### src/pkg/ebs_pkg.sv
// Constants and types shared by the external bus strobe and segment port block
package ebs_pkg;

	// Register byte addresses on the plain register port
	localparam logic [7:0] ADDR_SYSTEM_CONFIG_REG   = 8'h00;
	localparam logic [7:0] ADDR_SEG_DIR  = 8'h04;
	localparam logic [7:0] ADDR_SEG_DATA = 8'h08;
	localparam logic [7:0] ADDR_SEG_PIN  = 8'h0c;
	localparam logic [7:0] ADDR_STATUS   = 8'h10;
	localparam logic [7:0] ADDR_WIN0     = 8'h20;
	localparam logic [7:0] ADDR_WIN_MASK = 8'hf0;
	localparam int         NUM_WIN       = 4;
	localparam int         NUM_CS        = 5;

	// system_config_reg field positions
	localparam int CFG_WRL   = 0;
	localparam int CFG_BUS8  = 1;
	localparam int CFG_MUX   = 2;
	localparam int CFG_RDY   = 3;
	localparam int CFG_SPACE = 4;
	localparam int CFG_W     = 6;
	localparam logic [5:0] SYSTEM_CONFIG_REG_RST = 6'h30;

	// Address window register field positions
	localparam int WIN_BASE = 0;
	localparam int WIN_MASK = 8;
	localparam int WIN_EN   = 16;
	localparam int WIN_RDY  = 17;
	localparam int WIN_BUS8 = 18;
	localparam int WIN_MUX  = 19;
	localparam int WIN_W    = 20;
	localparam logic [19:0] WIN_RST = 20'h00000;

	// Status register field positions
	localparam int STAT_EXT  = 0;
	localparam int STAT_HLDA = 1;
	localparam int STAT_BUSY = 2;

	// External space size codes and matching segment line masks
	localparam logic [1:0] SPACE_64K  = 2'h0;
	localparam logic [1:0] SPACE_256K = 2'h1;
	localparam logic [1:0] SPACE_1M   = 2'h2;
	localparam logic [1:0] SPACE_16M  = 2'h3;
	localparam logic [7:0] LINES_64K  = 8'h00;
	localparam logic [7:0] LINES_256K = 8'h03;
	localparam logic [7:0] LINES_1M   = 8'h0f;
	localparam logic [7:0] LINES_16M  = 8'hff;

	// Segment port reset values: every direction bit input; the 16M reset space still drives all pins as address
	localparam logic [7:0] SEG_DIR_RST  = 8'h00;
	localparam logic [7:0] SEG_DATA_RST = 8'h00;

	// Bus cycle sequencer states
	typedef enum logic [2:0] {ST_IDLE, ST_ADDR, ST_STROBE, ST_END, ST_HOLD} ebs_state_t;

endpackage

### src/pkg/ebs_link_if.sv
// Carrier between the bus sequencer and its segment port and window decoder
`timescale 1ns/1ps
interface ebs_link_if;
	logic [7:0]                                  seg_dir;
	logic [7:0]                                  seg_data;
	logic [7:0]                                  seg_addr;
	logic [1:0]                                  seg_space;
	logic [7:0]                                  seg_out;
	logic [7:0]                                  seg_oe_b;
	logic [ebs_pkg::NUM_WIN-1:0][ebs_pkg::WIN_W-1:0] win_cfg;
	logic [7:0]                                  win_addr;
	logic [ebs_pkg::NUM_CS-1:0]                  win_sel;
	logic                                        win_hit;
	logic                                        win_rdy;
	logic                                        win_bus8;
	logic                                        win_mux;

	modport seg_top (output seg_dir, seg_data, seg_addr, seg_space, input seg_out, seg_oe_b);
	modport seg_dev (input seg_dir, seg_data, seg_addr, seg_space, output seg_out, seg_oe_b);
	modport win_top (output win_cfg, win_addr, input win_sel, win_hit, win_rdy, win_bus8, win_mux);
	modport win_dev (input win_cfg, win_addr, output win_sel, win_hit, win_rdy, win_bus8, win_mux);
endinterface

### src/rtl/ebs_seg_port.sv
// Segment address port: per-pin address, output or input selection
`timescale 1ns/1ps
module ebs_seg_port (
	input  wire logic   clk_in,
	input  wire logic   rst_b_in,
	ebs_link_if.seg_dev lnk
);
	logic [7:0] line_mask;
	logic [7:0] out_r;
	logic [7:0] oe_b_r;

	// Space size decides how many low pins carry address
	assign line_mask = (lnk.seg_space == ebs_pkg::SPACE_16M)  ? ebs_pkg::LINES_16M :
	                   (lnk.seg_space == ebs_pkg::SPACE_1M)   ? ebs_pkg::LINES_1M :
	                   (lnk.seg_space == ebs_pkg::SPACE_256K) ? ebs_pkg::LINES_256K :
	                   ebs_pkg::LINES_64K;

	genvar i;
	generate
		for (i = 0; i < 8; i++) begin : g_pin
			// RULE1 per-pin direction control
			// RULE15 address lines by space
			always_ff @(posedge clk_in or negedge rst_b_in) begin
				if (!rst_b_in) begin
					out_r[i]  <= 1'b0;
					oe_b_r[i] <= 1'b1;
				end else begin
					out_r[i]  <= line_mask[i] ? lnk.seg_addr[i] : lnk.seg_data[i];
					// RULE2 input pins float unless the space size makes them address lines
					oe_b_r[i] <= !(line_mask[i] || lnk.seg_dir[i]);
				end
			end
		end
	endgenerate

	assign lnk.seg_out  = out_r;
	assign lnk.seg_oe_b = oe_b_r;

	a_seg_input_hiz: assert property (@(posedge clk_in) disable iff (!rst_b_in) // RULE2
		(lnk.seg_space != ebs_pkg::SPACE_16M && !lnk.seg_dir[7]) |=> lnk.seg_oe_b[7])
		else $error("Segment pin 7 driven while set as input");

	a_seg_lsb_addr: assert property (@(posedge clk_in) disable iff (!rst_b_in) // RULE3
		(lnk.seg_space != ebs_pkg::SPACE_64K) |=>
		(lnk.seg_out[0] == $past(lnk.seg_addr[0]) && !lnk.seg_oe_b[0]))
		else $error("Segment pin 0 does not carry the lowest segment address line");
endmodule

### src/rtl/ebs_top.sv
// External bus controller: strobes, wait states, address latch, segment port
`timescale 1ns/1ps
// Notes on behaviour
// RULE1: Segment port pins each have direction bit
// RULE2: Input pins leave the driver floating; code drives address-line pins whatever their direction bit
// RULE3: Pin 0 carries A16, pin 7 A23
// RULE4: Read strobe on every read and fetch
// RULE5: Plain mode: write strobe every write
// RULE6: Low-byte mode: 16-bit low writes only
// RULE7: Config bit chooses write strobe mode
// RULE8: Ready high inserts wait states
// RULE9: Address latch enable pulse per access
// RULE10: Fetch select low picks external fetch
// RULE11: Muxed or demuxed, 8 or 16 bits
// RULE12: 16 MByte space, per-range settings
// RULE13: Five chip-select outputs
// RULE14: Hold request answered by hold acknowledge
// RULE15: Space size sets driven segment lines
// RULE16: Demux address on low port, mux shares
// RULE17: Strobes active low, only during access
module ebs_top (
	input  wire logic        clk_in,
	input  wire logic        rst_b_in,
	input  wire logic [7:0]  reg_addr_in,
	input  wire logic [31:0] reg_wdata_in,
	input  wire logic        reg_wr_in,
	input  wire logic        reg_rd_in,
	output logic      [31:0] reg_rdata_out,
	input  wire logic        req_in,
	input  wire logic        req_wr_in,
	input  wire logic        req_fetch_in,
	input  wire logic [1:0]  req_be_in,
	input  wire logic [23:0] req_addr_in,
	input  wire logic [15:0] req_wdata_in,
	output logic             ack_out,
	output logic      [15:0] req_rdata_out,
	input  wire logic [7:0]  seg_port_in,
	output logic      [7:0]  seg_port_out,
	output logic      [7:0]  seg_port_oe_b_out,
	input  wire logic [15:0] data_port_in,
	output logic      [15:0] data_port_out,
	output logic      [15:0] data_port_oe_b_out,
	output logic      [15:0] low_addr_port_out,
	output logic             ale_out,
	output logic             rd_n_out,
	output logic             low_byte_write_strobe_n_out,
	input  wire logic        ready_in,
	output logic      [4:0]  cs_n_out,
	input  wire logic        hold_in,
	output logic             hlda_out,
	input  wire logic        ext_fetch_select_n_in
);
	ebs_link_if lnk ();

	logic [1:0]                                      rst_q_r;
	logic                                            rst_b;
	logic [ebs_pkg::CFG_W-1:0]                       system_config_reg_r;
	logic [7:0]                                      seg_dir_r;
	logic [7:0]                                      seg_data_r;
	logic [ebs_pkg::NUM_WIN-1:0][ebs_pkg::WIN_W-1:0] win_r;
	logic                                            ea_done_r;
	logic                                            ext_sel_r;
	ebs_pkg::ebs_state_t                             state_r;
	ebs_pkg::ebs_state_t                             state_nxt;
	logic [23:0]                                     cyc_addr_r;
	logic [15:0]                                     cyc_wdata_r;
	logic [1:0]                                      cyc_be_r;
	logic [4:0]                                      cyc_cs_r;
	logic                                            cyc_wr_r;
	logic                                            cyc_fetch_r;
	logic                                            cyc_ext_r;
	logic                                            cyc_rdy_r;
	logic                                            cyc_bus8_r;
	logic                                            cyc_mux_r;
	logic                                            cyc_wrl_r;
	logic                                            half_r;
	logic [31:0]                                     rdata_r;
	logic                                            ack_r;
	logic [15:0]                                     rdata_cpu_r;
	logic [15:0]                                     data_out_r;
	logic [15:0]                                     data_oe_b_r;
	logic [15:0]                                     low_addr_r;
	logic                                            ale_r;
	logic                                            rd_n_r;
	logic                                            wr_n_r;
	logic [4:0]                                      cs_n_r;
	logic                                            hlda_r;

	// Reset release through two stages; only the second is used
	always_ff @(posedge clk_in or negedge rst_b_in) begin
		if (!rst_b_in) begin
			rst_q_r <= 2'b00;
		end else begin
			rst_q_r <= {rst_q_r[0], 1'b1};
		end
	end
	assign rst_b = rst_q_r[1];

	// Register write decode
	logic       wr_system_config_reg;
	logic       wr_seg_dir;
	logic       wr_seg_data;
	logic       win_range;
	logic [1:0] win_idx;
	assign wr_system_config_reg   = reg_wr_in && (reg_addr_in == ebs_pkg::ADDR_SYSTEM_CONFIG_REG);
	assign wr_seg_dir  = reg_wr_in && (reg_addr_in == ebs_pkg::ADDR_SEG_DIR);
	assign wr_seg_data = reg_wr_in && (reg_addr_in == ebs_pkg::ADDR_SEG_DATA);
	assign win_range   = ((reg_addr_in & ebs_pkg::ADDR_WIN_MASK) == ebs_pkg::ADDR_WIN0) &&
	                     (reg_addr_in[1:0] == 2'h0);
	assign win_idx     = reg_addr_in[3:2];

	// RULE7 write strobe mode held here
	always_ff @(posedge clk_in or negedge rst_b) begin
		if (!rst_b) begin
			system_config_reg_r <= ebs_pkg::SYSTEM_CONFIG_REG_RST;
			seg_dir_r           <= ebs_pkg::SEG_DIR_RST;
			seg_data_r          <= ebs_pkg::SEG_DATA_RST;
		end else begin
			if (wr_system_config_reg)
				system_config_reg_r <= reg_wdata_in[ebs_pkg::CFG_W-1:0];
			if (wr_seg_dir)
				seg_dir_r <= reg_wdata_in[7:0];
			if (wr_seg_data)
				seg_data_r <= reg_wdata_in[7:0];
		end
	end

	// RULE12 one settings word per window
	genvar w;
	generate
		for (w = 0; w < ebs_pkg::NUM_WIN; w++) begin : g_winreg
			always_ff @(posedge clk_in or negedge rst_b) begin
				if (!rst_b)
					win_r[w] <= ebs_pkg::WIN_RST;
				else if (reg_wr_in && win_range && (win_idx == 2'(w)))
					win_r[w] <= reg_wdata_in[ebs_pkg::WIN_W-1:0];
			end
		end
	endgenerate

	// Register read select; unmapped addresses read zero
	logic [31:0] rd_val;
	logic [31:0] status_val;
	assign status_val = {29'h0, (state_r != ebs_pkg::ST_IDLE), hlda_r, ext_sel_r};
	assign rd_val =
		(reg_addr_in == ebs_pkg::ADDR_SYSTEM_CONFIG_REG)   ? {26'h0, system_config_reg_r} :
		(reg_addr_in == ebs_pkg::ADDR_SEG_DIR)  ? {24'h0, seg_dir_r} :
		(reg_addr_in == ebs_pkg::ADDR_SEG_DATA) ? {24'h0, seg_data_r} :
		(reg_addr_in == ebs_pkg::ADDR_SEG_PIN)  ? {24'h0, seg_port_in} :
		(reg_addr_in == ebs_pkg::ADDR_STATUS)   ? status_val :
		win_range                               ? {12'h0, win_r[win_idx]} : 32'h0;

	// Read data stand in the cycle after the strobe only
	always_ff @(posedge clk_in or negedge rst_b) begin
		if (!rst_b)
			rdata_r <= 32'h0;
		else
			rdata_r <= reg_rd_in ? rd_val : 32'h0;
	end

	// RULE10 fetch source caught just after reset release
	always_ff @(posedge clk_in or negedge rst_b) begin
		if (!rst_b) begin
			ea_done_r <= 1'b0;
			ext_sel_r <= 1'b0;
		end else if (!ea_done_r) begin
			ea_done_r <= 1'b1;
			ext_sel_r <= !ext_fetch_select_n_in;
		end
	end

	// Window decode sees the incoming request address
	assign lnk.win_cfg  = win_r;
	assign lnk.win_addr = req_addr_in[23:16];

	// Request taking; a held request is not retaken while its answer stands
	logic accept;
	logic int_fetch;
	logic split_pend;
	logic wait_req;
	assign accept     = (state_r == ebs_pkg::ST_IDLE) && !hold_in && req_in && !ack_r;
	assign int_fetch  = req_fetch_in && !ext_sel_r;
	// RULE11 word on 8-bit bus takes two cycles
	assign split_pend = cyc_bus8_r && (cyc_be_r == 2'b11) && !half_r;
	// RULE8 ready high holds the strobe phase
	assign wait_req   = cyc_rdy_r && ready_in;

	// Bus cycle sequencer
	always_comb begin
		state_nxt = state_r;
		case (state_r)
			ebs_pkg::ST_IDLE: begin
				// RULE14 hold request wins over a new access
				if (hold_in)
					state_nxt = ebs_pkg::ST_HOLD;
				else if (accept)
					state_nxt = int_fetch ? ebs_pkg::ST_END : ebs_pkg::ST_ADDR;
			end
			ebs_pkg::ST_ADDR:   state_nxt = ebs_pkg::ST_STROBE;
			ebs_pkg::ST_STROBE: begin
				if (!wait_req)
					state_nxt = ebs_pkg::ST_END;
			end
			ebs_pkg::ST_END:    state_nxt = (cyc_ext_r && split_pend) ? ebs_pkg::ST_ADDR
			                                                        : ebs_pkg::ST_IDLE;
			ebs_pkg::ST_HOLD: begin
				if (!hold_in)
					state_nxt = ebs_pkg::ST_IDLE;
			end
			default:            state_nxt = ebs_pkg::ST_IDLE;
		endcase
	end

	always_ff @(posedge clk_in or negedge rst_b) begin
		if (!rst_b)
			state_r <= ebs_pkg::ST_IDLE;
		else
			state_r <= state_nxt;
	end

	// Cycle settings except the segment space are frozen at acceptance, so writes to them cannot tear a cycle
	always_ff @(posedge clk_in or negedge rst_b) begin
		if (!rst_b) begin
			cyc_addr_r  <= 24'h0;
			cyc_wdata_r <= 16'h0;
			cyc_be_r    <= 2'h0;
			cyc_cs_r    <= 5'h0;
			{cyc_wr_r, cyc_fetch_r, cyc_ext_r, cyc_rdy_r} <= 4'h0;
			{cyc_bus8_r, cyc_mux_r, cyc_wrl_r, half_r}    <= 4'h0;
		end else if (accept) begin
			cyc_addr_r  <= req_addr_in;
			cyc_wdata_r <= req_wdata_in;
			cyc_be_r    <= req_be_in;
			cyc_cs_r    <= lnk.win_sel;
			cyc_wr_r    <= req_wr_in && !req_fetch_in;
			cyc_fetch_r <= req_fetch_in;
			cyc_ext_r   <= !int_fetch;
			cyc_rdy_r   <= lnk.win_hit ? lnk.win_rdy : system_config_reg_r[ebs_pkg::CFG_RDY];
			cyc_bus8_r  <= lnk.win_hit ? lnk.win_bus8 : system_config_reg_r[ebs_pkg::CFG_BUS8];
			cyc_mux_r   <= lnk.win_hit ? lnk.win_mux : system_config_reg_r[ebs_pkg::CFG_MUX];
			cyc_wrl_r   <= system_config_reg_r[ebs_pkg::CFG_WRL];
			half_r      <= 1'b0;
		end else if (state_r == ebs_pkg::ST_END && split_pend) begin
			half_r <= 1'b1;
		end
	end

	// Byte lane and bus address of the current transfer
	logic        byte_hi;
	logic [23:0] bus_addr;
	logic [15:0] bus_wdata;
	logic        wr_pin_en;
	logic        drive_data;
	assign byte_hi    = cyc_bus8_r && (half_r || cyc_be_r == 2'b10);
	assign bus_addr   = cyc_bus8_r ? {cyc_addr_r[23:1], byte_hi} : cyc_addr_r;
	assign bus_wdata  = cyc_bus8_r ? {8'h0, (byte_hi ? cyc_wdata_r[15:8] : cyc_wdata_r[7:0])}
	                               : cyc_wdata_r;
	// RULE6 low-byte mode skips high-only writes on 16-bit bus
	assign wr_pin_en  = !cyc_wrl_r || cyc_bus8_r || cyc_be_r[0];
	// RULE16 muxed address rides the data port
	assign drive_data = (state_r == ebs_pkg::ST_ADDR && cyc_mux_r) ||
	                    (state_r == ebs_pkg::ST_STROBE && cyc_wr_r) ||
	                    (state_r == ebs_pkg::ST_END && cyc_ext_r && cyc_wr_r);

	// RULE3 top address byte feeds the segment port
	assign lnk.seg_dir   = seg_dir_r;
	assign lnk.seg_data  = seg_data_r;
	assign lnk.seg_addr  = bus_addr[23:16];
	assign lnk.seg_space = system_config_reg_r[ebs_pkg::CFG_SPACE +: 2];

	// Pins follow the sequencer one cycle later, so each stands clean of decode glitches
	always_ff @(posedge clk_in or negedge rst_b) begin
		if (!rst_b) begin
			ale_r       <= 1'b0;
			rd_n_r      <= 1'b1;
			wr_n_r      <= 1'b1;
			cs_n_r      <= 5'h1f;
			hlda_r      <= 1'b0;
			data_out_r  <= 16'h0;
			data_oe_b_r <= 16'hffff;
			low_addr_r  <= 16'h0;
		end else begin
			// RULE9 one latch pulse per bus cycle
			ale_r       <= (state_r == ebs_pkg::ST_ADDR);
			// RULE4 read strobe for fetch and data
			rd_n_r      <= !(state_r == ebs_pkg::ST_STROBE && !cyc_wr_r);
			// RULE5 plain mode strobes every write
			wr_n_r      <= !(state_r == ebs_pkg::ST_STROBE && cyc_wr_r && wr_pin_en);
			// RULE13 select held through the access
			cs_n_r      <= (state_r == ebs_pkg::ST_ADDR || state_r == ebs_pkg::ST_STROBE) ?
			               ~cyc_cs_r : 5'h1f;
			// RULE14 acknowledge while bus is given away
			hlda_r      <= (state_r == ebs_pkg::ST_HOLD);
			data_out_r  <= (state_r == ebs_pkg::ST_ADDR) ? bus_addr[15:0] : bus_wdata;
			data_oe_b_r <= !drive_data ? 16'hffff :
			               (cyc_bus8_r && state_r != ebs_pkg::ST_ADDR) ? 16'hff00 : 16'h0000;
			if (state_r == ebs_pkg::ST_ADDR && !cyc_mux_r)
				low_addr_r <= bus_addr[15:0];
		end
	end

	// Read data taken at the end phase while the read strobe is still low
	always_ff @(posedge clk_in or negedge rst_b) begin
		if (!rst_b) begin
			ack_r       <= 1'b0;
			rdata_cpu_r <= 16'h0;
		end else begin
			ack_r <= (state_r == ebs_pkg::ST_END) && !(cyc_ext_r && split_pend);
			if (state_r == ebs_pkg::ST_IDLE && accept)
				rdata_cpu_r <= 16'h0;
			else if (state_r == ebs_pkg::ST_END && cyc_ext_r && !cyc_wr_r) begin
				if (!cyc_bus8_r)
					rdata_cpu_r <= data_port_in;
				else if (byte_hi)
					rdata_cpu_r[15:8] <= data_port_in[7:0];
				else
					rdata_cpu_r[7:0] <= data_port_in[7:0];
			end
		end
	end

	ebs_seg_port u_seg (
		.clk_in   (clk_in),
		.rst_b_in (rst_b),
		.lnk      (lnk.seg_dev)
	);

	ebs_win_dec u_win (
		.clk_in   (clk_in),
		.rst_b_in (rst_b),
		.lnk      (lnk.win_dev)
	);

	assign reg_rdata_out               = rdata_r;
	assign ack_out                     = ack_r;
	assign req_rdata_out               = rdata_cpu_r;
	assign seg_port_out                = lnk.seg_out;
	assign seg_port_oe_b_out           = lnk.seg_oe_b;
	assign data_port_out               = data_out_r;
	assign data_port_oe_b_out          = data_oe_b_r;
	assign low_addr_port_out           = low_addr_r;
	assign ale_out                     = ale_r;
	assign rd_n_out                    = rd_n_r;
	assign low_byte_write_strobe_n_out = wr_n_r;
	assign cs_n_out                    = cs_n_r;
	assign hlda_out                    = hlda_r;

	a_rd_for_reads: assert property (@(posedge clk_in) disable iff (!rst_b) // RULE4
		(state_r == ebs_pkg::ST_STROBE && !cyc_wr_r) |=> (!rd_n_r && wr_n_r))
		else $error("Read access without read strobe");

	a_wr_plain_mode: assert property (@(posedge clk_in) disable iff (!rst_b) // RULE5
		(state_r == ebs_pkg::ST_STROBE && cyc_wr_r && !cyc_wrl_r) |=> (!wr_n_r && rd_n_r))
		else $error("Plain mode write without write strobe");

	a_wrl_high_only: assert property (@(posedge clk_in) disable iff (!rst_b) // RULE6
		(state_r == ebs_pkg::ST_STROBE && cyc_wr_r && cyc_wrl_r && !cyc_bus8_r && !cyc_be_r[0])
		|=> wr_n_r)
		else $error("Low-byte mode strobed a high-byte-only write");

	a_wrl_mode_latch: assert property (@(posedge clk_in) disable iff (!rst_b) // RULE7
		accept |=> (cyc_wrl_r == $past(system_config_reg_r[ebs_pkg::CFG_WRL])))
		else $error("Write strobe mode not taken from config bit");

	a_ready_wait: assert property (@(posedge clk_in) disable iff (!rst_b) // RULE8
		(state_r == ebs_pkg::ST_STROBE && cyc_rdy_r && ready_in) |=>
		(state_r == ebs_pkg::ST_STROBE) ##1 (cyc_wr_r ? !wr_n_r || !wr_pin_en : !rd_n_r))
		else $error("Ready high did not extend the strobe");

	a_ale_one_pulse: assert property (@(posedge clk_in) disable iff (!rst_b) // RULE9
		(accept && !int_fetch) |=> ##1 ale_r ##1 !ale_r)
		else $error("Address latch pulse missing or too long");

	a_int_fetch_quiet: assert property (@(posedge clk_in) disable iff (!rst_b) // RULE10
		(accept && req_fetch_in && !ext_sel_r) |=> (rd_n_r && !ale_r) [*2] ##0 ack_r)
		else $error("Internal fetch touched the external bus");

	a_hold_release: assert property (@(posedge clk_in) disable iff (!rst_b) // RULE14
		hlda_r |-> (rd_n_r && wr_n_r && (&data_oe_b_r) && (&cs_n_r)))
		else $error("Bus driven while hold acknowledged");

	a_strobe_idle: assert property (@(posedge clk_in) disable iff (!rst_b) // RULE17
		($past(state_r) == ebs_pkg::ST_IDLE) |-> (rd_n_r && wr_n_r))
		else $error("Strobe active outside an access");
endmodule

### src/rtl/ebs_win_dec.sv
// Address window decoder: chip-select choice and per-range bus settings
`timescale 1ns/1ps
module ebs_win_dec (
	input  wire logic   clk_in,
	input  wire logic   rst_b_in,
	ebs_link_if.win_dev lnk
);
	logic [ebs_pkg::NUM_WIN-1:0] hit;
	logic [ebs_pkg::NUM_WIN-1:0] win_mask;
	logic [1:0]                  top_idx;

	genvar i;
	generate
		for (i = 0; i < ebs_pkg::NUM_WIN; i++) begin : g_win
			// RULE12 range compare on top address byte
			assign win_mask[i] = lnk.win_cfg[i][ebs_pkg::WIN_EN];
			assign hit[i] = win_mask[i] &&
				((lnk.win_addr & lnk.win_cfg[i][ebs_pkg::WIN_MASK +: 8]) ==
				 (lnk.win_cfg[i][ebs_pkg::WIN_BASE +: 8] & lnk.win_cfg[i][ebs_pkg::WIN_MASK +: 8]));
		end
	endgenerate

	// Higher window wins, so overlaps resolve without software care
	assign top_idx = hit[3] ? 2'h3 : hit[2] ? 2'h2 : hit[1] ? 2'h1 : 2'h0;
	assign lnk.win_hit  = |hit;
	// RULE13 one of five selects
	assign lnk.win_sel  = lnk.win_hit ? (5'h02 << top_idx) : 5'h01;
	assign lnk.win_rdy  = lnk.win_cfg[top_idx][ebs_pkg::WIN_RDY];
	assign lnk.win_bus8 = lnk.win_cfg[top_idx][ebs_pkg::WIN_BUS8];
	assign lnk.win_mux  = lnk.win_cfg[top_idx][ebs_pkg::WIN_MUX];

	a_cs_one_select: assert property (@(posedge clk_in) disable iff (!rst_b_in) // RULE13
		$onehot(lnk.win_sel) && (lnk.win_sel[0] == !(|hit)))
		else $error("Chip-select choice is not exactly one");
endmodule

### config.mk
export PLATFORM = sky130hd
export DESIGN_NAME = ebs_top
export DESIGN_NICKNAME = d
export VERILOG_FILES = /design/src/pkg/ebs_pkg.sv /design/src/pkg/ebs_link_if.sv /design/src/rtl/ebs_seg_port.sv /design/src/rtl/ebs_top.sv /design/src/rtl/ebs_win_dec.sv
export SDC_FILE = /design/constraint.sdc
export NUM_CORES = 1
export LEC_CHECK = 0
export BUFFER_PORTS_ARGS = -buffer_cell sky130_fd_sc_hd__buf_4
export CORE_MARGIN = 1.5
export CORE_UTILIZATION = 34
export DETAILED_ROUTE_END_ITERATION = 7
export PLACE_DENSITY = 0.63
export SLEW_MARGIN = 15
export SYNTH_ARGS = -nofsm -noshare
export SYNTH_HDL_FRONTEND = slang
export SYNTH_HIERARCHICAL = 1
export SYNTH_SLANG_ARGS = --single-unit
export TNS_END_PERCENT = 30
### constraint.sdc
create_clock -name clk_in -period 7.4 [get_ports clk_in]
set_input_delay 0.37 -clock clk_in [delete_from_list [all_inputs] [get_ports clk_in]]
set_output_delay 0.37 -clock clk_in [all_outputs]
set_load 0.05 [all_outputs]
# Yosys cells after proc, flatten, opt, wreduce, memory -nomap -nowiden
# Cells that the tools add are included.
[classes] add_sub_neg=0 n_reduce_logical=81 div_mod_pow=0 n_shift=1 bitwise_logic=9 n_mul=0 muxes=50 n_eq_ne=27 magnitude_cmp=2
[ops] cell="2-to-1 mux 20 bit" count=9
[ops] cell="2-to-1 mux 16 bit" count=7
[ops] cell="binary-select mux 20 bit (select 2 bit)" count=2
[ops] cell="AND 8 bit" count=8
[ops] cell="2-to-1 mux 8 bit" count=5
[ops] cell="logical AND 1 bit" count=35
[ops] cell="== test 8 bit" count=4
[ops] cell="logical NOT 1 bit" count=21
[ops] cell="== test 8 x 4 -> 1 bit (second input constant)" count=2
[ops] cell="2-to-1 mux 1 bit" count=16
[ops] cell="one-hot mux 3 bit (5 select lines)" count=1
[ops] cell="logical OR 1 bit" count=14
[ops] cell="== test 2 bit (second input constant)" count=6
[ops] cell="2-to-1 mux 3 bit" count=4
[ops] cell="2-to-1 mux 5 bit" count=2
[ops] cell="== test 8 x 3 -> 1 bit (second input constant)" count=1
[ops] cell="== test 8 x 5 -> 1 bit (second input constant)" count=1
[ops] cell="logical NOT 8 bit" count=1
[ops] cell="2-to-1 mux 2 bit" count=4
[ops] cell="== test 3 x 2 -> 1 bit (second input constant)" count=2
[ops] cell="< comparator 2 x 3 -> 1 bit (second input constant)" count=2
[ops] cell="inequality test 3 x 1 -> 1 bit (second input constant)" count=2
[ops] cell="NOT 5 bit" count=1
[ops] cell="left shift 2 x 2 -> 5 bit (first input constant)" count=1
[ops] cell="other kinds (14)" count=19
[word_totals] rom_bits=0 latch_bits=0 input_bits=116 ram_bits=0 n_memories=0 register_bits=273 word_cells=220

# Longest topological paths before layout
[logic_depth] ltp_word=9 mapped_depth=9

# Cells and area by module
# The synthesis kept the hierarchy.
[modules_own_cells] module="ebs_top" cells_each=851 area_each_um2=10560.1 seq_area_each_um2=6094.6 n_inst=1
[modules_own_cells] module="ebs_win_dec" cells_each=74 area_each_um2=631.9 seq_area_each_um2=0.0 n_inst=1
[modules_own_cells] module="ebs_seg_port" cells_each=36 area_each_um2=575.6 seq_area_each_um2=410.4 n_inst=1

# Worst setup path after synthesis
# OpenSTA, ideal clock, no wires.
[synth_timing] path_kind="register -> register" start="register win_r (netlist bit lnk.win_cfg[27])" end="register cyc_bus8_r" setup_slack_ns=5.360 arrival_ns=1.904 setup_ns=0.135 synth_period_minus_slack_ns=2.040 required_ns=7.265 path_stages_with_launch=10 path_cell_list="dfrtp_1 > xor2_1 > a22o_1 > a221oi_2 > and4_1 > buf_6 > mux2_4 > o221a_1 > mux2i_1 > o21ai_0"
[synth_via] elab_chain_len=9 word_cells_on_any_way=10 cone_classes="1 x eq/ne; 6 x mux; 1 x bitwise; 2 x reduce/logical"
[synth_lines] element="from (decl)" line="ebs_top.sv:60" source="logic [ebs_pkg::NUM_WIN-1:0][ebs_pkg::WIN_W-1:0] win_r;"
[synth_lines] element="from (signal, indexed assignment)" line="ebs_top.sv:134" source="win_r[w] <= ebs_pkg::WIN_RST;"
[synth_lines] element="from (signal, indexed assignment)" line="ebs_top.sv:136" source="win_r[w] <= reg_wdata_in[ebs_pkg::WIN_W-1:0];"
[synth_lines] element="AND 8 bit" line="ebs_win_dec.sv:19" source="(lnk.win_cfg[i][ebs_pkg::WIN_BASE +: 8] & lnk.win_cfg[i][ebs_pkg::WIN_MASK +: 8]));"
[synth_lines] element="== test 8 bit" line="ebs_win_dec.sv:18" source="((lnk.win_addr & lnk.win_cfg[i][ebs_pkg::WIN_MASK +: 8]) =="
[synth_lines] element="logical AND 1 bit" line="ebs_win_dec.sv:17" source="assign hit[i] = win_mask[i] &&"
[synth_lines] element="2-to-1 mux 1 bit" line="ebs_win_dec.sv:24" source="assign top_idx = hit[3] ? 2'h3 : hit[2] ? 2'h2 : hit[1] ? 2'h1 : 2'h0;"
[synth_lines] element="2-to-1 mux 2 bit (2 in a row)" line="ebs_win_dec.sv:24"
[synth_lines] element="binary-select mux 20 bit (select 2 bit)" line="ebs_win_dec.sv:29" source="assign lnk.win_bus8 = lnk.win_cfg[top_idx][ebs_pkg::WIN_BUS8];"
[synth_lines] element="2-to-1 mux 20 bit"
[synth_lines] element="net lnk.win_bus8" line="ebs_link_if.sv:15" source="logic win_bus8;"
[synth_lines] element="2-to-1 mux 1 bit" line="ebs_top.sv:239" source="cyc_bus8_r <= lnk.win_hit ? lnk.win_bus8 : system_config_reg_r[ebs_pkg::CFG_BUS8];"
[synth_lines] element="to (signal assigned)" line="ebs_top.sv:239"
[synth_lines] element="to (decl)" line="ebs_top.sv:73" source="logic cyc_bus8_r;"
# The timed path passes the listed nets, and every way through them passes these cells. The select of a mux whose other input is x is not followed.
# A chain may end at the register's enable or synchronous reset.

# Worst setup path after layout
[layout_timing] start="register state_r[1]" end="register rdata_cpu_r[12], in the netlist req_rdata_out[12]"
[layout_via] elab_chain_len=7 word_cells_on_any_way=12 cone_classes="2 x eq/ne; 1 x mux; 9 x reduce/logical"
[layout_lines] element="from (decl)" line="ebs_top.sv:63" source="ebs_pkg::ebs_state_t state_r;"
[layout_lines] element="from (signal assigned)" line="ebs_top.sv:216" source="state_r <= ebs_pkg::ST_IDLE;"
[layout_lines] element="from (signal assigned)" line="ebs_top.sv:218" source="state_r <= state_nxt;"
[layout_lines] element="logical NOT 3 bit" line="ebs_top.sv:181, ebs_top.sv:309"
[layout_lines] element="logical AND 1 bit (3 in a row)" line="ebs_top.sv:181" source="assign accept = (state_r == ebs_pkg::ST_IDLE) && !hold_in && req_in && !ack_r;"
[layout_lines] element="logical AND 1 bit" line="ebs_top.sv:309" source="if (state_r == ebs_pkg::ST_IDLE && accept)"
[layout_lines] element="inequality test 3 x 1 -> 1 bit (no source line) / nonzero test 2 bit (equally long branches)"
[layout_lines] element="AND reduction 2 bit (no source line)"
[layout_lines] element="to (signal assigned)" line="ebs_top.sv:313" source="rdata_cpu_r <= data_port_in;"
[layout_lines] element="to (signal assigned)" line="ebs_top.sv:315" source="rdata_cpu_r[15:8] <= data_port_in[7:0];"
[layout_lines] element="to (decl)" line="ebs_top.sv:79" source="logic [15:0] rdata_cpu_r;"
# Several ways; a longest one is shown, not always the timed one.

==> results.md <==
* GRT Residual Overflow at 0
* Leakage at 7.13 nW
* Final setup viols at 0
* Final Slew Violations at 0
* Status: completed
* Remaining DRCs at 0
* Drt wl/cell at 18.9 um
* Routed via count at 7955
* Die Ht at 189 um
* Layout area overhead at 24.3%
* Fmax achieved at 364 MHz
* Largest net degree at the start of global routing at 189
* Fill cell count at 3168
* Worst clock skew at 0.0192 ns
* Total global-route track usage at 0.171
* Detailed Route Iter0 Violations at 427
* Final hold slack at 0.0252 ns
* CTS Buf Count at 28
* Register area at 6510 um2
* Core ar. at 33800 um2
* DP HPWL at 21300 um
* Total chip power at 5.02 mW
* Async SR Flop Fraction at 1.00
* Seq/Total Area, Yosys at 0.553
* HP Class: in2reg
* CTS H-tree lvls at 1
* DIE AREA at 35700 um2
* Worst-margin pin slew at 1.06 ns
* Multi-input gate area at 4790 um2
* Vias in the first global route at 8104
* Share of cells above drive strength 1 at 0.406
* # rows at 67
* Critical Path End Type: register
* Layout Nets at 1268
* Routability Congestion at 0.810
* Clk pin slew, worst setup/hold paths at 0.06 ns
* Synth top area cells: dfrtp_1 (51%), mux2_2 (11%), nand2_1 (6.3%)
* Antenna violations before repair at 1
* Hold Vio Cnt, Final at 0
* CP Class: reg2reg
* Max-slew headroom at 0.296
* First-pass GRT wire length at 47700 um
* Worst EP required at 7.82 ns
* Fin crit share at 0.371
* Final min period at 2.75 ns
* IR drop worst, VDD at 253 uV
* Routed Antenna Nets at 0
* Max_cap viols at 0
* Via density at 4.90
* Die Wd at 189 um
* Synthesis Warnings at 6
* Post-synth top area cell: dfrtp_1
* Syn Area/Cell at 12.2 um2
* Pwr dens at 343 nW/um2
* Area fraction of the dominant cell type after synthesis at 0.510
* Detailed Routing Iterations Pass 1 at 5
* Initial Utilization at 0.348
* Synth Register Bits at 259
* Post-Route WL at 30700 um
* Post-CTS sizing at 0
* CTS tree: built
* Post-Synthesis Cells at 961
* Worst EP arrival at 3.17 ns
* Primary FF master, synth: dfrtp_1
* Post CTS Setup Buffer Count at 0
* CP max FO at 43
* Clock Root Buffer: clkbuf_16
* Top-count cell post-synth: dfrtp_1
* Post-synth EDFFs at 0
* Clock Path Buffers at 3
* Skew-Pair Late Insertion Delay at 0.54 ns
* Cell variety after synth at 64
* RSZ-0062 raised after global routing: no
* Setup TNS at 0 ns
* Num ports at 238
* CP startpoint kind: register
* Synth cell count leaders: dfrtp_1 (240), nand2_1 (196), mux2_2 (119)
* I/O Buffers at 213
* Netlist Area Pre-Place at 11800 um2
* Clock Sinks at 259
[final timing paths]
path                                   startpoint                          endpoint  slack (ns)  cells past startpoint
min in group asynchronous                rst_b_in              rst_q_r[1]$_DFF_PN0_        0.15                      2
min                                req_addr_in[7]         cyc_addr_r[7]$_DFFE_PN0P_        0.03                      3
max in group asynchronous    rst_q_r[1]$_DFF_PN0_  low_addr_port_out[7]$_DFFE_PN0P_        5.44                      1
max                        state_r[1]$_DFFE_PN0P_     req_rdata_out[12]$_DFFE_PN0P_        4.65                      5
max reg2reg                state_r[1]$_DFFE_PN0P_     req_rdata_out[12]$_DFFE_PN0P_        4.65                      5
min reg2reg                  rst_q_r[0]$_DFF_PN0_              rst_q_r[1]$_DFF_PN0_        0.35                      0
[through the flow]
stage	worst slack (ns)	cells	area (um2)	utilization
floorplan	3.17	973	11800	-
global placement	4.62	1566	13500	0.401
detailed placement	4.58	1566	13500	0.401
CTS	4.62	1621	14600	0.433
global route	4.41	1622	14600	0.433
finish	4.65	1622	14600	0.433
[sequential cells by signal, indices dropped and copies added, names as in the netlist, 6 cells and up]
name	flops
reg_rdata_out	20
lnk.win_cfg	80
system_config_reg_r	6
cyc_addr_r	24
req_rdata_out	16
lnk.seg_dir	8
u_seg/lnk.seg_oe_b	8
low_addr_port_out	16
u_seg/lnk.seg_out	8
cyc_wdata_r	16
lnk.seg_data	8
data_port_out	16
[final cells by class]
class,instances,share of cell area
well taps,448,0.0383
repair buffers,225,0.117
clock buffers,38,0.0560
inverters,6,0.00154
flip-flops and latches,259,0.445
clock inverters,13,0.0151
diodes,1,0.000171
multi-input cells,632,0.327
[repair_timing]
item / CTS / global route
hold buffers: 4 / 0
hold endpoints to repair: 5 / 0
setup endpoints to repair: 0 / 0
[power by group]
part | leakage [nW] | internal (mW) | switching, mW
clock | 0.513 | 0.982 | 0.583
combinational | 3.22 | 0.507 | 1.01
sequential | 3.39 | 1.72 | 0.217
[worst max-delay path, stage by stage (launching register included)]
cell     delay, ns
dfrtp_1       0.51
nor3_1        0.45
and2_2        0.58
buf_4         0.52
a21oi_2       0.22
mux2_2        0.35
[per-layer routing]
metal  track usage  vias up  part of all wire
li1              -     3669                 -
met1         0.234     3971              0.45
met2         0.283      266              0.48
met3        0.0254       49             0.052
met4        0.0482        0             0.025
met5             0        -                 0
[layout by cell type (no fill, tap or decap), types with 6 or more instances in the layout]
cell type and count:
nor3b_1 7, mux2_4 23, conb_1 14, nor2_1 27, xor2_1 30, a21oi_1 8
mux2i_1 24, nand2b_1 12, dfrtp_1 239, buf_4 220, dfstp_2 19, a22oi_1 6
clkbuf_16 29, o21ai_0 32, clkbuf_8 6, nor2b_1 17, mux4_2 19, nor3_1 10
nand2_1 195, bufinv_16 6, nand3_1 15, mux2_2 119, inv_1 6, nand3b_1 6
[kinds of logic after synthesis]
| family | share of synthesized area |
|---|---|
| xor+xnor | 0.0251 |
| buf+inv | 0.0450 |
| other cells | 0.000638 |
| compound gates | 0.0466 |
| flops | 0.553 |
| mux | 0.200 |
| simple gates | 0.130 |
Power figures use the tool's default switching activity.
